File: config.mk
export PLATFORM = sky130hd
export DESIGN_NAME = adc_cvd_control
export DESIGN_NICKNAME = d
export VERILOG_FILES = /design/src/hdl/adc_cvd_pkg.sv /design/src/hdl/compute_if.sv /design/src/hdl/adc_cvd_control.sv /design/src/hdl/adc_compute_unit.sv
export VERILOG_INCLUDE_DIRS = /design/src /design/src/hdl
export SDC_FILE = /design/constraint.sdc
export NUM_CORES = 1
export LEC_CHECK = 0
export ABC_AREA = 0
export BUFFER_PORTS_ARGS = -buffer_cell sky130_fd_sc_hd__buf_2
export CORE_MARGIN = 8
export CORE_UTILIZATION = 33
export DETAILED_ROUTE_END_ITERATION = 10
export GPL_TIMING_DRIVEN = 0
export REMOVE_ABC_BUFFERS = 1
export SLEW_MARGIN = 15
export SYNTH_ARGS = -nofsm -noshare
export SYNTH_HDL_FRONTEND = slang
export SYNTH_HIERARCHICAL = 1
export SYNTH_SLANG_ARGS = --single-unit
File: constraint.sdc
create_clock -name CLK -period 9.7 [get_ports CLK]
set_input_delay 2.91 -clock CLK [delete_from_list [all_inputs] [get_ports CLK]]
set_output_delay 2.91 -clock CLK [all_outputs]
set_load 0.1 [all_outputs]
File: src/hdl/adc_cvd_defines.svh
`ifndef ADC_CVD_DEFINES_SVH
`define ADC_CVD_DEFINES_SVH

// register indices; byte address is four times the index
`define IDX_PRECHARGE_CTRL  16'h1d27
`define IDX_COMPUTE_CTRL    16'h1d28
`define IDX_ERROR_CTRL      16'h1d29
`define IDX_IRQ_STATUS      16'h1d30
`define IDX_IRQ_MASK        16'h1d31
`define IDX_PRECHARGE_TIME  16'h1d32
`define IDX_SETPOINT        16'h1d33
`define IDX_ERROR_VALUE     16'h1d34
`define IDX_PREVIOUS_VALUE  16'h1d35
`define IDX_FILTER_OUTPUT   16'h1d36
`define IDX_ACCUMULATOR     16'h1d37
`define IDX_SAMPLE_COUNTER  16'h1d38

// precharge control fields
`define POS_PRECHARGE_POL   7
`define POS_INV_PRE_EN      6
`define POS_GUARD_POL       5
`define POS_CAP_ONLY        1
`define POS_DOUBLE_SAMPLE   0
`define MASK_PRECHARGE_CTRL 8'he3

// compute control fields
`define POS_PREV_SRC        7
`define MSB_SHIFT           6
`define LSB_SHIFT           4
`define POS_ACCUM_CLEAR     3
`define MSB_MODE            2
`define LSB_MODE            0

// error control fields
`define MSB_ERROR_SELECT_A            6
`define LSB_ERROR_SELECT_A            4
`define MASK_ERROR_CTRL     8'h7f

// interrupt status bits
`define IRQ_COMPUTE_DONE    0
`define IRQ_CLEAR_DONE      1
`define IRQ_OVERFLOW        2
`define IRQ_BITS            3

// reset values
`define RST_CTRL            8'h00
`define RST_WORD16          16'h0000

// accumulator clear duration
`define CLEAR_CYCLES        4'h4

`endif

File: src/hdl/adc_cvd_pkg.sv
package adc_cvd_pkg;

    typedef enum logic [2:0] {
        MODE_BASIC      = 3'h0,
        MODE_ACCUMULATE = 3'h1,
        MODE_AVERAGE    = 3'h2,
        MODE_BURST      = 3'h3,
        MODE_LOWPASS    = 3'h4
    } mode_t;

    typedef enum logic [2:0] {
        ERROR_SELECT_A_RES_PREV  = 3'h0,
        ERROR_SELECT_A_RES_SETPT = 3'h1,
        ERROR_SELECT_A_RES_FILT  = 3'h2,
        ERROR_SELECT_A_PREV_FILT = 3'h4,
        ERROR_SELECT_A_FILT_SETPT = 3'h5
    } error_select_a_t;

    // guard drive phase, one-hot
    typedef enum logic [2:0] {
        GPH_IDLE    = 3'h1,
        GPH_PRECHG  = 3'h2,
        GPH_ACQUIRE = 3'h4
    } guard_phase_t;

endpackage

File: src/hdl/compute_if.sv
`timescale 1ns/10ps
`default_nettype none

interface compute_if;
    logic               conv_start;
    logic               conv_done;
    logic [9:0]         result;
    logic [2:0]         mode;
    logic [2:0]         shift;
    logic               prev_src;
    logic               double_sample;
    logic [2:0]         error_select_a;
    logic signed [15:0] setpoint;
    logic               clear_req;
    logic               clear_done;
    logic               compute_done;
    logic               overflow;
    logic signed [15:0] previous;
    logic signed [15:0] filter;
    logic signed [17:0] accum;
    logic signed [15:0] error;
    logic [7:0]         count;

    modport ctrl (output conv_start, conv_done, result, mode, shift, prev_src, double_sample, error_select_a,
                  setpoint, clear_req,
                  input  clear_done, compute_done, overflow, previous, filter, accum, error, count);
    modport unit (input  conv_start, conv_done, result, mode, shift, prev_src, double_sample, error_select_a,
                  setpoint, clear_req,
                  output clear_done, compute_done, overflow, previous, filter, accum, error, count);
endinterface

`default_nettype wire

File: src/hdl/adc_cvd_control.sv
// Functional notes
// - precharge polarity drives pin high and hold cap low; ignored at zero precharge time
// - double sample with inversion enabled flips second-cycle precharge and guard polarities
// - guard outputs start at guard polarity level during precharge
// - sample-cap-only bit keeps precharge off the external pin
// - double sample pairs conversions; computation after every second one
// - conversion start copies filter or result into previous value
// - low-pass mode time constant is two to the shift field
// - accumulate and average modes right-shift accumulated value by shift field
// - shift field ignored in basic mode and reserved code seven
// - clear command zeroes accumulator, counter, overflow; hardware clears the bit
// - mode field selects basic, accumulate, average, burst, low-pass
// - error select chooses difference; reserved codes give zero
// - double sample uses result minus previous in place of result
// - guard A inverts at acquisition, B holds; A toggles again second time
// - double sample with result source computes error every second sample
//
// Implementation choice: the APB slave port.
`timescale 1ns/10ps
`default_nettype none
`include "adc_cvd_defines.svh"

module adc_cvd_control (
    input  wire logic        CLK,
    input  wire logic        RESET_N,
    input  wire logic        PSEL,
    input  wire logic        PENABLE,
    input  wire logic        PWRITE,
    input  wire logic [17:0] PADDR,
    input  wire logic [31:0] PWDATA,
    output logic      [31:0] PRDATA,
    output logic             PREADY,
    output logic             PSLVERR,
    input  wire logic        CONV_START,
    input  wire logic        CONV_DONE,
    input  wire logic [9:0]  CONV_RESULT,
    input  wire logic        STAGE_PRECHARGE,
    input  wire logic        STAGE_ACQUIRE,
    input  wire logic        SECOND_CYCLE,
    output logic             GUARD_A,
    output logic             GUARD_B,
    output logic             PIN_DRIVE_EN,
    output logic             PIN_DRIVE_HIGH,
    output logic             HOLD_CHARGE_HIGH,
    output logic             IRQ
);
    compute_if cif ();

    logic [7:0]                pre_ctrl_q;
    logic [7:0]                cmp_ctrl_q;
    logic [7:0]                err_ctrl_q;
    logic [7:0]                pre_time_q;
    logic signed [15:0]        setpoint_q;
    logic [`IRQ_BITS-1:0]      irq_stat_q;
    logic [`IRQ_BITS-1:0]      irq_mask_q;
    logic                      ovf_seen_q;
    adc_cvd_pkg::guard_phase_t gph_q;
    logic                      wr_en;
    logic                      rd_setup;
    logic [15:0]               idx;
    logic                      idx_ok;
    logic [31:0]               rd_word;
    logic                      inv_d;
    logic                      precharge_polarity_d;
    logic                      guard_polarity_d;
    logic [`IRQ_BITS-1:0]      irq_evt;

    // true when the byte address hits the given register index
    function automatic logic hit(input logic [17:0] a, input logic [15:0] i);
        hit = (a[17:2] == i) && (a[1:0] == 2'b00);
    endfunction

    assign idx      = PADDR[17:2];
    assign wr_en    = PSEL && PENABLE && PREADY && PWRITE;
    assign rd_setup = PSEL && !PENABLE;

    // register index decode; unmapped addresses answer with an error
    always_comb begin
        idx_ok  = 1'b1;
        rd_word = 32'h00000000;
        if (hit(PADDR, `IDX_PRECHARGE_CTRL)) begin
            rd_word = {24'h000000, pre_ctrl_q};
        end else if (hit(PADDR, `IDX_COMPUTE_CTRL)) begin
            rd_word = {24'h000000, cmp_ctrl_q};
        end else if (hit(PADDR, `IDX_ERROR_CTRL)) begin
            rd_word = {24'h000000, err_ctrl_q};
        end else if (hit(PADDR, `IDX_IRQ_STATUS)) begin
            rd_word = {29'h0, irq_stat_q};
        end else if (hit(PADDR, `IDX_IRQ_MASK)) begin
            rd_word = {29'h0, irq_mask_q};
        end else if (hit(PADDR, `IDX_PRECHARGE_TIME)) begin
            rd_word = {24'h000000, pre_time_q};
        end else if (hit(PADDR, `IDX_SETPOINT)) begin
            rd_word = {16'h0000, setpoint_q};
        end else if (hit(PADDR, `IDX_ERROR_VALUE)) begin
            rd_word = {16'h0000, cif.error};
        end else if (hit(PADDR, `IDX_PREVIOUS_VALUE)) begin
            rd_word = {16'h0000, cif.previous};
        end else if (hit(PADDR, `IDX_FILTER_OUTPUT)) begin
            rd_word = {16'h0000, cif.filter};
        end else if (hit(PADDR, `IDX_ACCUMULATOR)) begin
            rd_word = {14'h0, cif.accum};
        end else if (hit(PADDR, `IDX_SAMPLE_COUNTER)) begin
            rd_word = {24'h000000, cif.count};
        end else begin
            idx_ok  = 1'b0;
        end
    end

    // apb answer: one access cycle, data and error registered at setup
    always_ff @(posedge CLK) begin
        if (!RESET_N) begin
            PREADY  <= 1'b0;
            PRDATA  <= 32'h00000000;
            PSLVERR <= 1'b0;
        end else begin
            PREADY  <= rd_setup;
            PSLVERR <= rd_setup && !idx_ok;
            if (rd_setup && !PWRITE) begin
                PRDATA <= rd_word;
            end
        end
    end

    // plain control registers; reserved bits of precharge control and bit 7 of error control stay zero
    always_ff @(posedge CLK) begin
        if (!RESET_N) begin
            pre_ctrl_q <= `RST_CTRL;
            err_ctrl_q <= `RST_CTRL;
            pre_time_q <= `RST_CTRL;
            setpoint_q <= `RST_WORD16;
            irq_mask_q <= `IRQ_BITS'(0);
        end else if (wr_en) begin
            if (hit(PADDR, `IDX_PRECHARGE_CTRL)) begin
                pre_ctrl_q <= PWDATA[7:0] & `MASK_PRECHARGE_CTRL;
            end else if (hit(PADDR, `IDX_ERROR_CTRL)) begin
                err_ctrl_q <= PWDATA[7:0] & `MASK_ERROR_CTRL;
            end else if (hit(PADDR, `IDX_PRECHARGE_TIME)) begin
                pre_time_q <= PWDATA[7:0];
            end else if (hit(PADDR, `IDX_SETPOINT)) begin
                setpoint_q <= PWDATA[15:0];
            end else if (hit(PADDR, `IDX_IRQ_MASK)) begin
                irq_mask_q <= PWDATA[`IRQ_BITS-1:0];
            end
        end
    end

    // clear command set by software, dropped by hardware on done; a write wins
    always_ff @(posedge CLK) begin
        if (!RESET_N) begin
            cmp_ctrl_q <= `RST_CTRL;
        end else if (wr_en && hit(PADDR, `IDX_COMPUTE_CTRL)) begin
            cmp_ctrl_q <= {PWDATA[7:4], PWDATA[3] | cmp_ctrl_q[3], PWDATA[2:0]};
        end else if (cif.clear_done) begin
            cmp_ctrl_q[`POS_ACCUM_CLEAR] <= 1'b0;
        end
    end

    // feed the compute unit
    // mode field straight from the control register
    assign cif.mode          = cmp_ctrl_q[`MSB_MODE:`LSB_MODE];
    assign cif.shift         = cmp_ctrl_q[`MSB_SHIFT:`LSB_SHIFT];
    assign cif.prev_src      = cmp_ctrl_q[`POS_PREV_SRC];
    assign cif.clear_req     = cmp_ctrl_q[`POS_ACCUM_CLEAR];
    assign cif.error_select_a          = err_ctrl_q[`MSB_ERROR_SELECT_A:`LSB_ERROR_SELECT_A];
    assign cif.double_sample = pre_ctrl_q[`POS_DOUBLE_SAMPLE];
    assign cif.setpoint      = setpoint_q;
    assign cif.conv_start    = CONV_START;
    assign cif.conv_done     = CONV_DONE;
    assign cif.result        = CONV_RESULT;

    adc_compute_unit u_compute (
        .clk     (CLK),
        .reset_n (RESET_N),
        .cu      (cif.unit)
    );

    // second cycle of a pair inverts when enabled
    assign inv_d  = pre_ctrl_q[`POS_DOUBLE_SAMPLE] && pre_ctrl_q[`POS_INV_PRE_EN] && SECOND_CYCLE;
    assign precharge_polarity_d = pre_ctrl_q[`POS_PRECHARGE_POL] ^ inv_d;
    assign guard_polarity_d = pre_ctrl_q[`POS_GUARD_POL] ^ inv_d;

    // guard phase follows the sequencer stages
    always_ff @(posedge CLK) begin
        if (!RESET_N) begin
            gph_q <= adc_cvd_pkg::GPH_IDLE;
        end else begin
            case (gph_q)
                adc_cvd_pkg::GPH_IDLE:    if (STAGE_PRECHARGE) gph_q <= adc_cvd_pkg::GPH_PRECHG;
                adc_cvd_pkg::GPH_PRECHG:  if (STAGE_ACQUIRE) gph_q <= adc_cvd_pkg::GPH_ACQUIRE;
                adc_cvd_pkg::GPH_ACQUIRE: if (STAGE_PRECHARGE) gph_q <= adc_cvd_pkg::GPH_PRECHG;
                                          else if (!STAGE_ACQUIRE) gph_q <= adc_cvd_pkg::GPH_IDLE;
                default:                  gph_q <= adc_cvd_pkg::GPH_IDLE;
            endcase
        end
    end

    // guard outputs keep their level between stages
    always_ff @(posedge CLK) begin
        if (!RESET_N) begin
            GUARD_A <= 1'b0;
            GUARD_B <= 1'b0;
        end else if (STAGE_PRECHARGE) begin
            GUARD_A <= guard_polarity_d;
            GUARD_B <= guard_polarity_d;
        end else if (STAGE_ACQUIRE && gph_q == adc_cvd_pkg::GPH_PRECHG) begin
            // A flips on acquisition, B holds
            GUARD_A <= ~GUARD_A;
        end
    end

    // precharge drivers, only while precharge time is nonzero
    always_ff @(posedge CLK) begin
        if (!RESET_N) begin
            PIN_DRIVE_EN     <= 1'b0;
            PIN_DRIVE_HIGH   <= 1'b0;
            HOLD_CHARGE_HIGH <= 1'b0;
        end else if (STAGE_PRECHARGE && pre_time_q != 8'h00) begin
            // cap-only mode leaves the pin undriven
            PIN_DRIVE_EN     <= !pre_ctrl_q[`POS_CAP_ONLY];
            // pin follows polarity, hold cap opposite
            PIN_DRIVE_HIGH   <= precharge_polarity_d;
            HOLD_CHARGE_HIGH <= !precharge_polarity_d;
        end else begin
            PIN_DRIVE_EN     <= 1'b0;
            PIN_DRIVE_HIGH   <= 1'b0;
            HOLD_CHARGE_HIGH <= 1'b0;
        end
    end

    assign irq_evt = {cif.overflow && !ovf_seen_q, cif.clear_done, cif.compute_done};

    // sticky status, write one to clear; a new event beats the clear
    always_ff @(posedge CLK) begin
        if (!RESET_N) begin
            irq_stat_q <= `IRQ_BITS'(0);
            ovf_seen_q <= 1'b0;
            IRQ        <= 1'b0;
        end else begin
            ovf_seen_q <= cif.overflow;
            if (wr_en && hit(PADDR, `IDX_IRQ_STATUS)) begin
                irq_stat_q <= (irq_stat_q & ~PWDATA[`IRQ_BITS-1:0]) | irq_evt;
            end else begin
                irq_stat_q <= irq_stat_q | irq_evt;
            end
            IRQ <= |(irq_stat_q & irq_mask_q);
        end
    end

    // no pin drive with zero precharge time
    zero_time_a: assert property (@(posedge CLK) disable iff (!RESET_N)
        pre_time_q == 8'h00 |=> !PIN_DRIVE_EN && !HOLD_CHARGE_HIGH)
        else $error("precharge drove with zero precharge time");
    cap_only_a: assert property (@(posedge CLK) disable iff (!RESET_N)
        STAGE_PRECHARGE && pre_ctrl_q[`POS_CAP_ONLY] |=> !PIN_DRIVE_EN)
        else $error("pin driven in cap-only precharge");
    // hold cap opposite to pin during precharge
    hold_opposite_a: assert property (@(posedge CLK) disable iff (!RESET_N)
        PIN_DRIVE_EN |-> HOLD_CHARGE_HIGH == !PIN_DRIVE_HIGH)
        else $error("hold cap not opposite to pin");
    guard_start_a: assert property (@(posedge CLK) disable iff (!RESET_N)
        STAGE_PRECHARGE && !inv_d |=> GUARD_A == $past(pre_ctrl_q[`POS_GUARD_POL]) && GUARD_A == GUARD_B)
        else $error("guard outputs wrong at precharge");
    // A inverts against B on acquisition
    guard_split_a: assert property (@(posedge CLK) disable iff (!RESET_N)
        STAGE_ACQUIRE && gph_q == adc_cvd_pkg::GPH_PRECHG && !STAGE_PRECHARGE |=> GUARD_A != GUARD_B)
        else $error("guard A did not invert on acquisition");
    inv_second_a: assert property (@(posedge CLK) disable iff (!RESET_N)
        STAGE_PRECHARGE && inv_d && pre_time_q != 8'h00 |=> PIN_DRIVE_HIGH != $past(pre_ctrl_q[7]))
        else $error("second cycle precharge not inverted");
    clear_bit_a: assert property (@(posedge CLK) disable iff (!RESET_N)
        cif.clear_done && !wr_en |=> !cmp_ctrl_q[`POS_ACCUM_CLEAR] && cif.accum == 18'h0)
        else $error("clear command or accumulator not cleared");

    cover_double_c: cover property (@(posedge CLK) disable iff (!RESET_N)
        cif.double_sample ##1 cif.compute_done);
    cover_clear_c: cover property (@(posedge CLK) disable iff (!RESET_N) cif.clear_done);
    cover_irq_c: cover property (@(posedge CLK) disable iff (!RESET_N) $rose(IRQ));
endmodule

`default_nettype wire

File: src/hdl/adc_compute_unit.sv
`timescale 1ns/10ps
`default_nettype none
`include "adc_cvd_defines.svh"

module adc_compute_unit (
    input  wire logic  clk,
    input  wire logic  reset_n,
    compute_if.unit    cu
);
    logic               pair_half_q;
    logic signed [15:0] res_q;
    logic signed [15:0] sample;
    logic signed [17:0] acc_n;
    logic signed [15:0] filt_n;
    logic               ovf_n;
    logic               do_compute;
    logic [3:0]         clr_cnt_q;
    logic               shift_used;

    // arithmetic right shift, also used for the filter decay term
    function automatic logic signed [17:0] shr(input logic signed [17:0] v, input logic [2:0] s);
        shr = v >>> s;
    endfunction

    assign shift_used = (cu.mode != 3'h0) && (cu.mode != 3'h7);
    assign do_compute = cu.conv_done && !(cu.double_sample && !pair_half_q);
    assign sample = cu.double_sample ? $signed({6'h00, cu.result}) - cu.previous
                                     : $signed({6'h00, cu.result});

    // next accumulator and filter value
    always_comb begin
        acc_n  = cu.accum;
        filt_n = cu.filter;
        ovf_n  = 1'b0;
        case (cu.mode)
            adc_cvd_pkg::MODE_ACCUMULATE,
            adc_cvd_pkg::MODE_AVERAGE,
            adc_cvd_pkg::MODE_BURST: begin
                acc_n  = cu.accum + 18'(sample);
                filt_n = 16'(shr(acc_n, cu.shift));
                ovf_n  = (cu.accum[17] == sample[15]) && (acc_n[17] != cu.accum[17]);
            end
            adc_cvd_pkg::MODE_LOWPASS: begin
                // time constant two to the shift
                acc_n  = cu.accum - shr(cu.accum, cu.shift) + 18'(sample);
                filt_n = 16'(shr(acc_n, cu.shift));
                ovf_n  = (cu.accum[17] == sample[15]) && (acc_n[17] != cu.accum[17]);
            end
            // shift ignored in basic and reserved
            default: begin
                acc_n  = cu.accum;
                filt_n = cu.filter;
            end
        endcase
    end

    // pair phase and latest result
    always_ff @(posedge clk) begin
        if (!reset_n) begin
            pair_half_q <= 1'b0;
            res_q       <= `RST_WORD16;
        end else if (cu.conv_done) begin
            res_q       <= $signed({6'h00, cu.result});
            pair_half_q <= cu.double_sample && !pair_half_q;
        end
    end

    // previous value taken at conversion start
    always_ff @(posedge clk) begin
        if (!reset_n) begin
            cu.previous <= `RST_WORD16;
        end else if (cu.conv_start) begin
            cu.previous <= cu.prev_src ? cu.filter : res_q;
        end
    end

    // clear takes a fixed number of cycles, then reports done
    always_ff @(posedge clk) begin
        if (!reset_n) begin
            clr_cnt_q     <= 4'h0;
            cu.clear_done <= 1'b0;
        end else begin
            cu.clear_done <= 1'b0;
            if (!cu.clear_req) begin
                clr_cnt_q <= 4'h0;
            end else if (clr_cnt_q == `CLEAR_CYCLES - 4'h1) begin
                clr_cnt_q     <= 4'h0;
                cu.clear_done <= 1'b1;
            end else if (!cu.clear_done) begin
                clr_cnt_q <= clr_cnt_q + 4'h1;
            end
        end
    end

    // accumulator, counter, filter and overflow
    always_ff @(posedge clk) begin
        if (!reset_n) begin
            cu.accum    <= 18'h0;
            cu.count    <= 8'h00;
            cu.filter   <= `RST_WORD16;
            cu.overflow <= 1'b0;
        end else if (cu.clear_done) begin
            cu.accum    <= 18'h0;
            cu.count    <= 8'h00;
            cu.overflow <= 1'b0;
        end else if (do_compute && shift_used) begin
            cu.accum    <= acc_n;
            cu.count    <= cu.count + 8'h01;
            cu.filter   <= filt_n;
            cu.overflow <= cu.overflow | ovf_n;
        end
    end

    // error selection, reserved codes give zero
    always_ff @(posedge clk) begin
        if (!reset_n) begin
            cu.error        <= `RST_WORD16;
            cu.compute_done <= 1'b0;
        end else begin
            cu.compute_done <= do_compute;
            if (do_compute) begin
                case (cu.error_select_a)
                    adc_cvd_pkg::ERROR_SELECT_A_RES_PREV:   cu.error <= $signed({6'h00, cu.result}) - cu.previous;
                    adc_cvd_pkg::ERROR_SELECT_A_RES_SETPT:  cu.error <= sample - cu.setpoint;
                    adc_cvd_pkg::ERROR_SELECT_A_RES_FILT:   cu.error <= sample - filt_n;
                    adc_cvd_pkg::ERROR_SELECT_A_PREV_FILT:  cu.error <= cu.previous - filt_n;
                    adc_cvd_pkg::ERROR_SELECT_A_FILT_SETPT: cu.error <= filt_n - cu.setpoint;
                    default:                      cu.error <= `RST_WORD16;
                endcase
            end
        end
    end

    // single skips nothing, double skips first half
    pair_skip_a: assert property (@(posedge clk) disable iff (!reset_n)
        cu.conv_done && cu.double_sample && !pair_half_q |=> !cu.compute_done)
        else $error("computation ran after first half of pair");
    // clear done follows request within one to six cycles
    clear_time_a: assert property (@(posedge clk) disable iff (!reset_n)
        $rose(cu.clear_req) |-> ##[1:6] cu.clear_done)
        else $error("accumulator clear did not finish in time");
    prev_src_a: assert property (@(posedge clk) disable iff (!reset_n)
        cu.conv_start && cu.prev_src |=> cu.previous == $past(cu.filter))
        else $error("previous value not taken from filter");
    // basic mode leaves the accumulator alone
    basic_hold_a: assert property (@(posedge clk) disable iff (!reset_n)
        cu.mode == 3'h0 && !cu.clear_done |=> cu.accum == $past(cu.accum))
        else $error("accumulator changed in basic mode");
endmodule

`default_nettype wire

==> results of run 1 <==
sequential cells by signal, summed over array words and instances, names as in the netlist, 3 cells and up:
signal,cells
irq_mask_q,3
u_compute/res_q,10
u_compute/cu.accum,18
irq_stat_q,3
gph_q,3
err_ctrl_q,7
cmp_ctrl_q,8
u_compute/cu.count,8
PRDATA,18
u_compute/cu.filter,16
pre_ctrl_q,5
pre_time_q,8
u_compute/clr_cnt_q,4
u_compute/cu.previous,16
cif.setpoint,16
u_compute/cu.error,16
area by class of cell:
type | count | area, um^2 | area share (%)
Inverter | 111 | 419 | 2.50
Sequential cell | 172 | 3450 | 20.6
Clock buffer | 17 | 425 | 2.54
Tap cell | 546 | 683 | 4.08
Clock inverter | 15 | 209 | 1.25
Antenna cell | 1 | 2.50 | 0.0149
Multi-Input combinational cell | 1450 | 10700 | 63.6
Timing Repair Buffer | 140 | 910 | 5.43
repair_timing:
item | 4_1_cts | 5_1_grt
setup endpoints to repair | 10 | 8
setup buffers | 40 | 20
pin swaps | 49 | 31
resized for setup | 93 | 76
worst paths after layout:
kind,startpoint,to,slack [ns]
max reg2reg,cmp_ctrl_q[4]$_SDFFE_PN0P_,u_compute/cu.error[14]$_SDFFE_PN0P_,1.55
min reg2reg,u_compute/cu.compute_done$_SDFF_PN0_,irq_stat_q[0]$_SDFF_PN0_,0.43
max,CONV_RESULT[0],u_compute/cu.error[15]$_SDFFE_PN0P_,-0.36
min,u_compute/cu.compute_done$_SDFF_PN0_,irq_stat_q[0]$_SDFF_PN0_,0.43
kinds of logic (layout without fill, tap and decap cells):
| group | Yosys count | count (layout) | synth area share, % |
|---|---|---|---|
| AND/OR/NAND/NOR | 620 | 620 | 21.2 |
| AO/OA/AOI/OAI | 518 | 518 | 23.9 |
| buffers and inverters | 223 | 283 | 6.52 |
| flip-flops | 172 | 172 | 24.2 |
| multiplexers | 125 | 125 | 9.54 |
| adder cells (fa/ha/maj) | 98 | 98 | 9.74 |
| XOR/XNOR | 75 | 75 | 4.88 |
| other | 1 | 15 | 0.0264 |
synth_stat cells, types with 13 or more instances:
cell      instances
nor2_1          170
o22ai_1          13
a211oi_1         23
a21oi_1         140
a221oi_1         16
buf_4            16
inv_1           110
mux2_2           13
fa_1             21
a31oi_1          14
nor3_1           40
o21a_1           13
mux2i_1         105
nand3_1          45
xnor2_1          39
clkbuf_1         66
dfxtp_1         172
o211ai_1         20
ha_1             77
o21ai_0         112
nor2b_1          27
a21o_1           27
buf_1            17
or3_1            13
xor2_1           33
nand2b_1         28
nand2_1         199
metal layers:
layer	global-route usage [%]	vias up	share of wire, %
li1	-	6693	-
met1	27.0	6915	43
met2	33.0	606	46
met3	2.99	112	7.7
met4	7.35	2	3.3
met5	0	-	0.024
through the flow:
stage	total power [mW]	worst slack, ns
after floorplan	0.941	-0.373
after global placement	1.02	-2.38
after detailed placement	1.03	-2.38
after CTS	1.80	-0.0828
after global routing	1.89	-0.555
final	1.83	-0.364
power by group:
part	internal (mW)	total [mW]	leakage, nW	switching, mW
Clock	0.358	0.744	0.303	0.386
Combinational	0.144	0.359	4.95	0.215
Sequential	0.719	0.730	1.40	0.0106
Total	1.22	1.83	6.65	0.612
critical path, delay by kind of cell:
family,cells,cell delay (ns)
AO/OA/AOI/OAI,14,2.71
XOR/XNOR,3,0.67
adder cells (fa/ha/maj),5,1.64
buffers and inverters,4,0.26
multiplexers,3,0.90
AND/OR/NAND/NOR,10,1.32
==> impl_metrics.yaml, run 1 <==
final_layout:
  layout.nets: 2060
  fin_area_mm2: 0.0168
  drive_gt1_share_pct: 18.4
  layout_commonest_cell: "nand2_1"
  area_delta_synth_final_pct: 18.0
  final_cell_mix: "nand2_1, dfxtp_1, nor2_1"
  fin_cells: 2452
  fill_cells: 4380
  post-route-util_pct: 39.2
worst_setup_path:
  critPathLaunchType: "primary input"
  crit_path_end_kind: "flop"
  ff2ff_path_depth: 29
  required_ns: 10.02
  critPathSlowestCell: "fa_1"
  critPathKind: "primary input to flop"
  slowest_delay_ns: 0.58
  worst_ep_arrival_time_ns: 10.39
  critPathMaxFanout: 3
clock_network:
  cts_tree: "yes"
  cts.hold.buffers_added: 0
  path_clk_slew_ns: 0.08
  cts_buffers: 17
  clk_path_buf_depth: 2
  cts_sinks: 172
  htreeDepth: 4
  cts_root_buf: "clkbuf_16"
  clock_latency_ns: 0.46
status:
  status: "finished, violations left"
  violations: "negative setup slack"
synthesis:
  netlist_area_mm2: 0.0142
  synth_cell_types: 96
  synth_edf_count: 0
  synth_area_leaders: "dfxtp_1, mux2i_1, ha_1"
  synth.avg_cell_area_um2: 7.75
  yosysSeqAreaShare_pct: 24.2
  netlist_instances: 1832
  synth_seq_cells: 172
  async_flop_share_pct: 0
  yosys_warnings: 6
  synth_top_area_share_pct: 24.2
  synth_top_cell_by_area: "dfxtp_1"
  synthFlopType: "dfxtp_1"
place:
  hpwlAfterDp_um: 39300
  placed_cells: 2361
  finalWeightedCongestion: 0.977
  placed_area_mm2: 0.0149
  port_buffers: 79
global_routing:
  grt_max_degree: 68
  antenna_found_initial: 2
  overflow: 0
  track_usage_pct: 20.3
  grt_pass1_vias: 13600
  grt_pass1_wl_um: 79800
die:
  die_area_mm2: 0.0499
  core-area_mm2: 0.0428
  ios: 110
  start_util_pct: 33.2
  die_h_um: 223
  row_count: 76
  die_width_um: 223
drt:
  route.detailed.drc: 0
  dr.pass1.iters: 6
  routed_wl_um: 53300
  antenna_left: 0
  drt_iter0_markers: 1434
  vias: 14300
  viasPerCell: 5.84
  wl_per_cell_um: 21.8
sta:
  worstMarginPinSlew_ns: 1.24
  fin_tns_setup_ns: -1.01
  clock_skew_ns: 0.0204
  holdWs_ns: 0.434
  setup_viol: 5
  rsz0062_at_grt: "true"
  fin_crit_sh_pct: 104
  maxSlewViolCount: 0
  setup_ws_ns: -0.364
  min_period_ns: 10.06
  slew_headroom_pct: 17.6
  fmax_mhz: 99.4
  final-hold-violation-count: 0
power:
  peakVddDrop_v: 0.000119
  p_leak_nw: 6.65
  cellPowerDensity_mw_per_mm2: 109
hold_path:
  hold_class: "flop to flop"
  hold_depth: 2
run:
  cap_violations: 0
(Power assumes the default switching activity.)
==> run 2, diff against run 1 <==
CTS_CLUSTER_DIAMETER = 30   (was not set)
clock period = 10.1 ns   (was 9.7 ns; I/O delays follow)
==> impl_metrics.yaml, run 2 (synthesis results as in run 1) <==
status:
  status: "finished, violations left"
  violations: "negative setup slack"
drt:
  routed_wl_um: 52700
  vias: 14300
  wl_per_cell_um: 21.6
  viasPerCell: 5.84
  drt_iter0_markers: 1440
  dr.pass1.iters: 6
  antenna_left: 0
  route.detailed.drc: 0
final_layout:
  final_cell_mix: "nand2_1, nor2_1, dfxtp_1"
  top_regs: "PRDATA: 18 flops, u_compute/cu.accum: 18 flops"
  area_delta_synth_final_pct: 16.0
  layout.nets: 2050
  fill_cells: 4382
  post-route-util_pct: 38.5
  drive_gt1_share_pct: 16.6
  layout_commonest_cell: "nand2_1"
  fin_area_mm2: 0.0165
power:
  peakVddDrop_v: 0.000114
  cellPowerDensity_mw_per_mm2: 105
  p_leak_nw: 6.57
clock_network:
  clk_path_buf_depth: 2
  cts_buffers: 17
  cts_sinks: 172
  clock_latency_ns: 0.46
  cts.hold.buffers_added: 0
  htreeDepth: 4
  cts_tree: "yes"
  path_clk_slew_ns: 0.08
  cts_root_buf: "clkbuf_16"
worst_setup_path:
  crit_family: "compound AO/OA/AOI/OAI gates"
  critPathKind: "primary input to flop"
  required_ns: 10.42
  crit_path_end_kind: "flop"
  slowest_delay_ns: 0.60
  critPathMaxFanout: 4
  critPathBufInv: 5
  worst_ep_arrival_time_ns: 10.52
  critPathSlowestCell: "fa_1"
  critPathLaunchType: "primary input"
die:
  core-area_mm2: 0.0428
  row_count: 76
  start_util_pct: 33.2
  ios: 110
  die_width_um: 223
  die_area_mm2: 0.0499
  die_h_um: 223
sta:
  clock_skew_ns: 0.0239
  rsz0062_at_grt: "true"
  setup_ws_ns: -0.102
  maxSlewViolCount: 0
  slew_headroom_pct: 20.0
  final-hold-violation-count: 0
  fin_tns_setup_ns: -0.195
  min_period_ns: 10.20
  fmax_mhz: 98.0
  fin_crit_sh_pct: 101
  setup_viol: 3
  worstMarginPinSlew_ns: 1.20
hold_path:
  hold_class: "flop to flop"
run:
  cap_violations: 0
place:
  port_buffers: 79
  hpwlAfterDp_um: 39300
  placed_area_mm2: 0.0149
  finalWeightedCongestion: 0.977
global_routing:
  grt_pass1_vias: 13500
  antenna_found_initial: 2
  track_usage_pct: 20.1
  overflow: 0
  grt_max_degree: 68
  grt_pass1_wl_um: 79000
-- run 2: worst register-to-register path, delay by kind of cell, from the launching register on --
kind / cells / cell delay, ns
buf+inv: 3 / 0.84
mux: 3 / 0.77
simple gates: 1 / 0.11
compound gates: 17 / 3.58
fa+ha+maj: 3 / 1.42
flops: 1 / 0.87
xor+xnor: 2 / 0.46
-- run 2: power breakdown --
part	switching [mW]	internal (mW)	leakage (nW)
Clock	0.369	0.343	0.303
Combinational	0.197	0.124	4.87
Sequential	0.0101	0.691	1.40
Total	0.576	1.16	6.57
-- run 2: final timing paths --
path / endpoint / startpoint / cells after the start / slack [ns]
hold / removal: irq_stat_q[0]$_SDFF_PN0_ / u_compute/cu.compute_done$_SDFF_PN0_ / 2 / 0.43
setup / recovery: u_compute/cu.error[15]$_SDFFE_PN0P_ / CONV_RESULT[0] / 40 / -0.10
setup reg to reg: u_compute/cu.error[14]$_SDFFE_PN0P_ / cmp_ctrl_q[4]$_SDFFE_PN0P_ / 29 / 1.90
hold reg to reg: irq_stat_q[0]$_SDFF_PN0_ / u_compute/cu.compute_done$_SDFF_PN0_ / 2 / 0.43
-- run 2: metrics by stage --
step / power, mW / setup WS (ns) / hold WS, ns / cells
6_report: 1.73 / -0.102 / 0.433 / 2442
5_1_grt: 1.79 / -0.356 / 0.471 / 2441
4_1_cts: 1.71 / 0.000119 / 0.435 / 2416
3_5_place_dp: 0.988 / -2.10 / 0.434 / 2361
3_3_place_gp: 0.982 / -2.10 / 0.423 / 2358
2_1_floorplan: 0.904 / -0.0933 / 0.408 / 1733
-- run 2: layout make-up --
class / instances / area [um^2] / area share (%)
diodes: 1 / 2.50 / 0.0152
clock buffers: 17 / 425 / 2.58
clock inverters: 15 / 209 / 1.27
inverters: 111 / 419 / 2.54
multi-input cells: 1450 / 10500 / 63.5
flip-flops and latches: 172 / 3450 / 20.9
well taps: 546 / 683 / 4.14
repair buffers: 130 / 823 / 5.00
-- run 2: layer usage --
metal	wire [um]	up-vias	track usage (%)
met4	1590	2	6.95
li1	-	6674	-
met1	22700	6838	27.0
met5	13	-	0
met3	4070	97	2.76
met2	24300	645	32.6
-- run 2: timing repair --
action,in CTS,in global routing
buffers inserted,23,25
pin swaps,36,54
endpoints found under the setup margin,10,8
resized for setup,62,68
